==> src/hw/cut_pkg.sv <==
// Package for the core up/down timer: register map, field layout, reset values.
// Assumes a 32-bit APB slave on pclk at 25 MHz.
package cut_pkg;
  localparam int          CUT_ADDR_W       = 4;
  localparam logic [3:0]  CUT_CTRL_OFS     = 4'h0;
  localparam logic [3:0]  CUT_TIMER_OFS    = 4'h4;
  localparam logic [15:0] CUT_CTRL_RST     = 16'h0000;
  localparam logic [15:0] CUT_TIMER_RST    = 16'h0000;
  localparam logic [10:0] CUT_CTRL_MASK    = 11'h7FF;
  // Control field positions
  localparam int          CUT_ISEL_LSB     = 0;
  localparam int          CUT_MODE_LSB     = 3;
  localparam int          CUT_RUN_BIT      = 6;
  localparam int          CUT_DIR_BIT      = 7;
  localparam int          CUT_EXTDIR_BIT   = 8;
  localparam int          CUT_TOE_BIT      = 9;
  localparam int          CUT_TLATCH_BIT   = 10;
  // Mode encodings
  localparam logic [2:0]  CUT_MODE_TIMER   = 3'h0;
  localparam logic [2:0]  CUT_MODE_COUNTER = 3'h1;
  localparam logic [2:0]  CUT_MODE_GATE_LO = 3'h2;
  localparam logic [2:0]  CUT_MODE_GATE_HI = 3'h3;
  // Counter-mode edge codes
  localparam logic [2:0]  CUT_EDGE_NONE    = 3'h0;
  localparam logic [2:0]  CUT_EDGE_RISE    = 3'h1;
  localparam logic [2:0]  CUT_EDGE_FALL    = 3'h2;
  localparam logic [2:0]  CUT_EDGE_BOTH    = 3'h3;
  // Smallest prescale factor is 2**3 = 8
  localparam int          CUT_PRE_BASE_LOG = 3;
  localparam int          CUT_PRE_W        = 10;
endpackage

==> src/hw/cut_sync.sv <==
// Two-flop synchroniser for one pin.
// Assumes the pin may change at any time relative to pclk.
`timescale 1ns/1ps
module cut_sync (
  // Clock and reset
  input  wire logic pclk,
  input  wire logic presetn,
  // Data
  input  wire logic d,
  output logic      q
);
  logic meta_q;

  always_ff @(posedge pclk or negedge presetn) begin
    if (!presetn) begin
      meta_q <= 1'b0;
      q      <= 1'b0;
    end else begin
      meta_q <= d;
      q      <= meta_q;
    end
  end
endmodule

==> src/hw/cut_core_timer.sv <==
// Core up/down timer with APB register access and toggle latch output.
// Assumes gate, direction and count pins are asynchronous and slow.
`timescale 1ns/1ps
module cut_core_timer
  import cut_pkg::*;
#(
  parameter int TIMER_W = 16
) (
  // APB
  input  wire logic                    pclk,
  input  wire logic                    presetn,
  input  wire logic                    psel,
  input  wire logic                    penable,
  input  wire logic                    pwrite,
  input  wire logic [31:0]             paddr,
  input  wire logic [31:0]             pwdata,
  input  wire logic [3:0]              pstrb,
  output logic      [31:0]             prdata,
  output logic                         pready,
  output logic                         pslverr,
  // External pins
  input  wire logic                    count_gate_input_pin,
  input  wire logic                    direction_input_pin,
  input  wire logic                    gpio_out,
  output logic                         toggle_output_pin,
  // Internal routing to auxiliary timers
  output logic                         toggle_latch_out,
  output logic                         wrap_pulse
);
  import cut_pkg::*;

  logic [10:0]          ctrl_q;
  logic [10:0]          ctrl_d;
  logic [TIMER_W-1:0]   timer_q;
  logic [TIMER_W-1:0]   timer_d;
  logic [CUT_PRE_W-1:0] pre_q;
  logic                 gate_s;
  logic                 dir_s;
  logic                 cnt_s;
  logic                 cnt_prev_q;

  // Synchronise pins before use
  cut_sync u_sync_gate (
    .pclk    (pclk),
    .presetn (presetn),
    .d       (count_gate_input_pin),
    .q       (gate_s)
  );
  cut_sync u_sync_dir (
    .pclk    (pclk),
    .presetn (presetn),
    .d       (direction_input_pin),
    .q       (dir_s)
  );
  cut_sync u_sync_cnt (
    .pclk    (pclk),
    .presetn (presetn),
    .d       (count_gate_input_pin),
    .q       (cnt_s)
  );

  // Field decode
  wire [2:0] isel_w   = ctrl_q[CUT_ISEL_LSB +: 3];
  wire [2:0] mode_w   = ctrl_q[CUT_MODE_LSB +: 3];
  wire       run_w    = ctrl_q[CUT_RUN_BIT];
  wire       dirbit_w = ctrl_q[CUT_DIR_BIT];
  wire       extdir_w = ctrl_q[CUT_EXTDIR_BIT];
  wire       toe_w    = ctrl_q[CUT_TOE_BIT];
  wire       latch_w  = ctrl_q[CUT_TLATCH_BIT];

  // APB decode; single-cycle access phase, zero wait states
  wire access_w  = psel && penable;
  wire setup_w   = psel && !penable;
  wire wr_w      = access_w && pwrite;
  wire hit_ctrl  = paddr[CUT_ADDR_W-1:0] == CUT_CTRL_OFS;
  wire hit_timer = paddr[CUT_ADDR_W-1:0] == CUT_TIMER_OFS;
  wire mapped_w  = (hit_ctrl || hit_timer) && (paddr[31:CUT_ADDR_W] == '0);
  wire wr_ctrl   = wr_w && mapped_w && hit_ctrl && pstrb[0];
  wire wr_ctrl_h = wr_w && mapped_w && hit_ctrl && pstrb[1];
  wire wr_tmr_l  = wr_w && mapped_w && hit_timer && pstrb[0];
  wire wr_tmr_h  = wr_w && mapped_w && hit_timer && pstrb[1];

  // Direction: 1 means count down; pin sense flipped by the bit
  wire down_w = extdir_w ? (dir_s ^ dirbit_w) : dirbit_w;

  // Free-running prescaler; tick when the selected low bits are all ones
  wire [3:0] pre_sel_w = 4'(CUT_PRE_BASE_LOG) + {1'b0, isel_w};
  wire [CUT_PRE_W-1:0] pre_mask_w =
    CUT_PRE_W'((32'h1 << pre_sel_w) - 32'h1);
  wire pre_tick_w = (pre_q & pre_mask_w) == pre_mask_w;

  // Edge detect on successive synchronised samples
  wire rise_w = cnt_s && !cnt_prev_q;
  wire fall_w = !cnt_s && cnt_prev_q;
  logic edge_hit_w;
  always_comb begin
    unique case (isel_w)
      CUT_EDGE_RISE: edge_hit_w = rise_w;
      CUT_EDGE_FALL: edge_hit_w = fall_w;
      CUT_EDGE_BOTH: edge_hit_w = rise_w || fall_w;
      default:       edge_hit_w = 1'b0;
    endcase
  end

  // Count enable by mode; gate level gives no event of its own
  logic step_w;
  always_comb begin
    unique case (mode_w)
      CUT_MODE_TIMER:   step_w = run_w && pre_tick_w;
      CUT_MODE_COUNTER: step_w = run_w && edge_hit_w;
      CUT_MODE_GATE_LO,
      CUT_MODE_GATE_HI: step_w = run_w && pre_tick_w
                                 && (gate_s == mode_w[0]);
      default:          step_w = 1'b0;
    endcase
  end

  // Wrap detection
  wire wrap_w = step_w && (down_w ? (timer_q == '0) : (timer_q == '1));

  // Timer next value; software write has priority over a count step
  always_comb begin
    timer_d = timer_q;
    if (step_w) begin
      timer_d = down_w ? timer_q - TIMER_W'(1) : timer_q + TIMER_W'(1);
    end
    if (wr_tmr_l || wr_tmr_h) begin
      timer_d = timer_q;
      if (wr_tmr_l) begin
        timer_d[7:0] = pwdata[7:0];
      end
      if (wr_tmr_h) begin
        timer_d[TIMER_W-1:8] = pwdata[TIMER_W-1:8];
      end
    end
  end

  // Control next value; a software write of the latch beats a wrap toggle
  always_comb begin
    ctrl_d = ctrl_q;
    if (wrap_w) begin
      ctrl_d[CUT_TLATCH_BIT] = !latch_w;
    end
    if (wr_ctrl) begin
      ctrl_d[7:0] = pwdata[7:0];
    end
    if (wr_ctrl_h) begin
      ctrl_d[10:8] = pwdata[10:8];
    end
  end

  // Read mux
  wire [31:0] rdata_w = !mapped_w ? 32'h0000_0000 :
                        hit_ctrl  ? {21'h0, ctrl_q} :
                                    32'(timer_q);

  // Control register; the mask keeps all 11 bits, and bits 31:11 read 0 through the read mux
  always_ff @(posedge pclk or negedge presetn) begin
    if (!presetn) begin
      ctrl_q <= CUT_CTRL_RST[10:0];
    end else begin
      ctrl_q <= ctrl_d & CUT_CTRL_MASK;
    end
  end

  // Timer register
  always_ff @(posedge pclk or negedge presetn) begin
    if (!presetn) begin
      timer_q <= TIMER_W'(CUT_TIMER_RST);
    end else begin
      timer_q <= timer_d;
    end
  end

  // Prescaler runs free, so the first tick after a start may come early
  always_ff @(posedge pclk or negedge presetn) begin
    if (!presetn) begin
      pre_q <= '0;
    end else begin
      pre_q <= pre_q + CUT_PRE_W'(1);
    end
  end

  // Previous synchronised count sample; reset matches the idle pin level
  always_ff @(posedge pclk or negedge presetn) begin
    if (!presetn) begin
      cnt_prev_q <= 1'b0;
    end else begin
      cnt_prev_q <= cnt_s;
    end
  end

  // Ready follows every setup cycle, so the access phase has no wait state
  always_ff @(posedge pclk or negedge presetn) begin
    if (!presetn) begin
      pready <= 1'b0;
    end else begin
      pready <= setup_w;
    end
  end

  // Error flags an unmapped address together with ready
  always_ff @(posedge pclk or negedge presetn) begin
    if (!presetn) begin
      pslverr <= 1'b0;
    end else begin
      pslverr <= setup_w && !mapped_w;
    end
  end

  // Read data is captured in the setup cycle and holds until the next read
  always_ff @(posedge pclk or negedge presetn) begin
    if (!presetn) begin
      prdata <= 32'h0000_0000;
    end else begin
      if (setup_w && !pwrite) begin
        prdata <= rdata_w;
      end
    end
  end

  // Pin shows the latch in step with its register bit, or the ordinary port level one cycle late
  always_ff @(posedge pclk or negedge presetn) begin
    if (!presetn) begin
      toggle_output_pin <= 1'b0;
    end else begin
      toggle_output_pin <= toe_w ? ctrl_d[CUT_TLATCH_BIT] : gpio_out;
    end
  end

  // Latch copy for the auxiliary timers, independent of the pin enable
  always_ff @(posedge pclk or negedge presetn) begin
    if (!presetn) begin
      toggle_latch_out <= 1'b0;
    end else begin
      toggle_latch_out <= ctrl_d[CUT_TLATCH_BIT];
    end
  end

  // One-cycle wrap event for reload triggering
  always_ff @(posedge pclk or negedge presetn) begin
    if (!presetn) begin
      wrap_pulse <= 1'b0;
    end else begin
      wrap_pulse <= wrap_w;
    end
  end
endmodule

==> config.mk <==
export PLATFORM = sky130hd
export DESIGN_NAME = cut_core_timer
export DESIGN_NICKNAME = d
export VERILOG_FILES = /design/src/hw/cut_pkg.sv /design/src/hw/cut_sync.sv /design/src/hw/cut_core_timer.sv
export SDC_FILE = /design/constraint.sdc
export NUM_CORES = 1
export LEC_CHECK = 0
export BUFFER_PORTS_ARGS = -buffer_cell sky130_fd_sc_hd__buf_4
export CELL_PAD_IN_SITES_DETAIL_PLACEMENT = 0
export CELL_PAD_IN_SITES_GLOBAL_PLACEMENT = 1
export CORE_MARGIN = 2
export CORE_UTILIZATION = 38
export CTS_CLUSTER_SIZE = 8
export DETAILED_ROUTE_END_ITERATION = 7
export PLACE_DENSITY_LB_ADDON = 0.1
export SYNTH_ARGS = -nofsm -noshare
export SYNTH_HDL_FRONTEND = slang
export SYNTH_HIERARCHICAL = 1
export SYNTH_SLANG_ARGS = --single-unit
==> constraint.sdc <==
create_clock -name pclk -period 5.71 [get_ports pclk]
set_clock_uncertainty 0.2 [all_clocks]
set_input_delay 1.142 -clock pclk [delete_from_list [all_inputs] [get_ports pclk]]
set_output_delay 1.142 -clock pclk [all_outputs]
set_load 0.01 [all_outputs]
==> flow_summary.ini <==
[timing]
rsz0062_at_grt = false
min_period_over_period_pct = 62.5
drv_slew = 0
min_period_ns = 3.57
timing.setup.tns_ns = 0
slew_headroom_pct = 26.6
max_freq_ghz = 0.280
tightestPinTransition_ns = 1.10
setup_violations = 0
whs_ns = 0.154
worst_slack_ns = 2.14
hold_viol_final = 0

[drt]
routed_wl_um = 9350
viasPerCell = 5.18
num_vias = 3109
antenna_left = 0
drt_pass1_iterations = 7
drt-wirelength-per-cell_um = 15.6
drcViolationCount = 0
initialDrtViolationCount = 147

[placed_design]
postPlaceCellArea_um2 = 4470
gp_congestion = 0.813
place_hpwl_um = 7150
pre_cts_ws_ns = 1.90
io_buffers = 78

[logic_synthesis]
syn_inst = 383
ys_seq_area_share_pct = 42.0
synthArstFlopShare_pct = 100
ys_ff_latch = 64
synth_area_um2 = 3810
yosysWarnings = 6
synth_ff_type = dfrtp_1
synth_edf_count = 0
synth.avg_cell_area_um2 = 9.95
yosysUniqueCellTypes = 51

[clocking]
clock_latency_ns = 0.34
clock-root-buffer = clkbuf_8
path_clk_slew_ns = 0.08
numCtsBuffers = 9
htreeDepth = 3
cts_setup_buffers = 0
cts_buffer_depth = 2
cts_resized = 0
postCtsHoldBufs = 0
cts.sinks = 64
cts_tree = built

[setup_path]
path_class = register to register
required_ns = 5.77
crit_fanout = 16
path_cells = nand2_1 > xor2_1 > inv_1 > ha_1 > a21oi_1 > a2111oi_2 > o31ai_1 > a211oi_1 > nor3_1 > or2_2 > a211oi_2
max_stage_delay_ns = 0.50
cp.arrival_ns = 3.63
reg2reg_to = timer_q[15]$_DFFE_PN0P_
worstRegToRegCells = 11
cp_slowest_cell = a2111oi_2
reg2reg_slack_ns = 2.14
critPathLaunch = ctrl_q[8]$_DFFE_PN0P_
crit_path_start_kind = register
crit_path_end = timer_q[15]$_DFFE_PN0P_
regToRegStartpoint = ctrl_q[8]$_DFFE_PN0P_
cp-end-kind = register

[global_route]
grt_usage_pct = 17.7
first_global_vias = 3065
grt_pass1_wl_um = 15300
overflow = 0
grt_antenna_before_repair = 0
grt_max_degree = 65

[floorplan]
die_y_um = 104
ioPinCount = 113
rows = 36
initial_core_util_pct = 39.0
design.core.area_um2 = 9770
die_area_um2 = 10800
die_w_um = 104

[layout]
post-route-util_pct = 48.3
postLayoutCellArea_um2 = 4720
final-seq-area_um2 = 1600
layout.nets = 557
layout_commonest_cell = buf_4
drive_gt1_share_pct = 25.3
area_delta_synth_final_pct = 23.8
n_antenna_cell = 0
multi_input_area_um2 = 2070
final_cell_mix = buf_4 (79), dfrtp_1 (64), nand2_1 (34)
fillers = 945

[run_status]
status = finished clean

[power_and_ir_drop]
cellPowerDensity_nw_per_um2 = 213
p_leak_uw = 0.00218
ir_worst_vdd_mv = 0.137

[job]
drv_cap = 0

[worst_hold_path]
min_path_type = register to register
## where the power goes
group | internal [µW] | switching (µW) | leakage (µW) | total, µW
combinational | 30.0 | 30.0 | 0.00124 | 60.0
sequential | 457 | 1.25 | 0.000812 | 458
clock | 304 | 182 | 0.000123 | 486
## cell usage after synthesis (all sizes together), types with 5 or more instances
cell | instances | share of area, %
mux2i | 15 | 3.9
or2 | 5 | 0.82
a22o | 5 | 1.1
dfrtp | 64 | 42
a21oi | 23 | 3.0
o31ai | 14 | 2.8
and3 | 8 | 1.3
clkbuf | 5 | 0.49
buf | 21 | 3.9
ha | 18 | 5.9
nand2b | 5 | 0.82
xor2 | 10 | 2.3
inv | 10 | 0.99
nor4 | 16 | 2.6
nor3 | 7 | 0.92
a31oi | 9 | 1.5
nand3 | 10 | 1.3
xnor2 | 10 | 2.3
nor2 | 22 | 2.2
o21ai | 8 | 1.3
mux2 | 12 | 3.5
nand2 | 34 | 3.3
nand4 | 9 | 1.5
## routing by layer
metal / share of wire (%) / up-vias / GRT usage, %
met2: 45 / 66 / 27.0
met3: 3.7 / 10 / 4.01
met4: 1.3 / 0 / 6.56
li1: - / 1547 / -
met1: 50 / 1486 / 24.7
met5: 0 / - / 0
## logic make-up after synthesis
group / synth area share, %
DFF: 42.0
xor gates and xnor gates: 4.60
buffers and inverters: 5.38
other: 0.0984
and+or+nand+nor: 16.9
muxes: 7.49
AOI/OAI and AO/OA: 17.1
adders and majority gates: 6.43
## final cells by class
cell class	count	share of cell area, %
multi-input cells	298	43.8
clock buffers	10	2.92
flip-flops and latches	64	33.9
repair buffers	79	12.6
well taps	133	3.53
inverters	10	0.796
clock inverters	6	2.44
## state kept, by name, summed over array words and instances, names as in the netlist
| register | cells |
|---|---|
| prdata | 16 |
| timer_q | 16 |
| ctrl_q | 11 |
| pre_q | 10 |
| cnt_prev_q | 1 |
| pready | 1 |
| pslverr | 1 |
| toggle_output_pin | 1 |
| u_sync_cnt/meta_q | 1 |
| u_sync_cnt/q | 1 |
| u_sync_dir/meta_q | 1 |
| u_sync_dir/q | 1 |
| u_sync_gate/meta_q | 1 |
| u_sync_gate/q | 1 |
| wrap_pulse | 1 |
## stage by stage
step | cells | power [µW]
after floorplan | 398 | 488
after global placement | 584 | 527
after detailed placement | 584 | 528
after CTS | 600 | 1020
after global routing | 600 | 1050
final | 600 | 1000
## worst max-delay path: cells and delay by family, from the launching register on
kind | cells | cell delay [ns]
AOI/OAI and AO/OA | 5 | 1.34
DFF | 1 | 0.40
adders and majority gates | 1 | 0.48
and+or+nand+nor | 3 | 0.48
xor gates and xnor gates | 1 | 0.24
buffers and inverters | 1 | 0.34
## how the worst min path moves through the flow
stage,cells after the start,slack [ns],from,end
floorplan,0,0.13,u_sync_cnt/meta_q$_DFF_PN0_,u_sync_cnt/q$_DFF_PN0_
global placement,0,0.13,u_sync_dir/meta_q$_DFF_PN0_,u_sync_dir/q$_DFF_PN0_
detailed placement,0,0.14,u_sync_dir/meta_q$_DFF_PN0_,u_sync_dir/q$_DFF_PN0_
CTS,0,0.16,u_sync_dir/meta_q$_DFF_PN0_,u_sync_dir/q$_DFF_PN0_
global route,0,0.16,u_sync_gate/meta_q$_DFF_PN0_,u_sync_gate/q$_DFF_PN0_
finish,0,0.15,u_sync_cnt/meta_q$_DFF_PN0_,u_sync_cnt/q$_DFF_PN0_
Note: power is estimated with default switching activity, not from simulation.
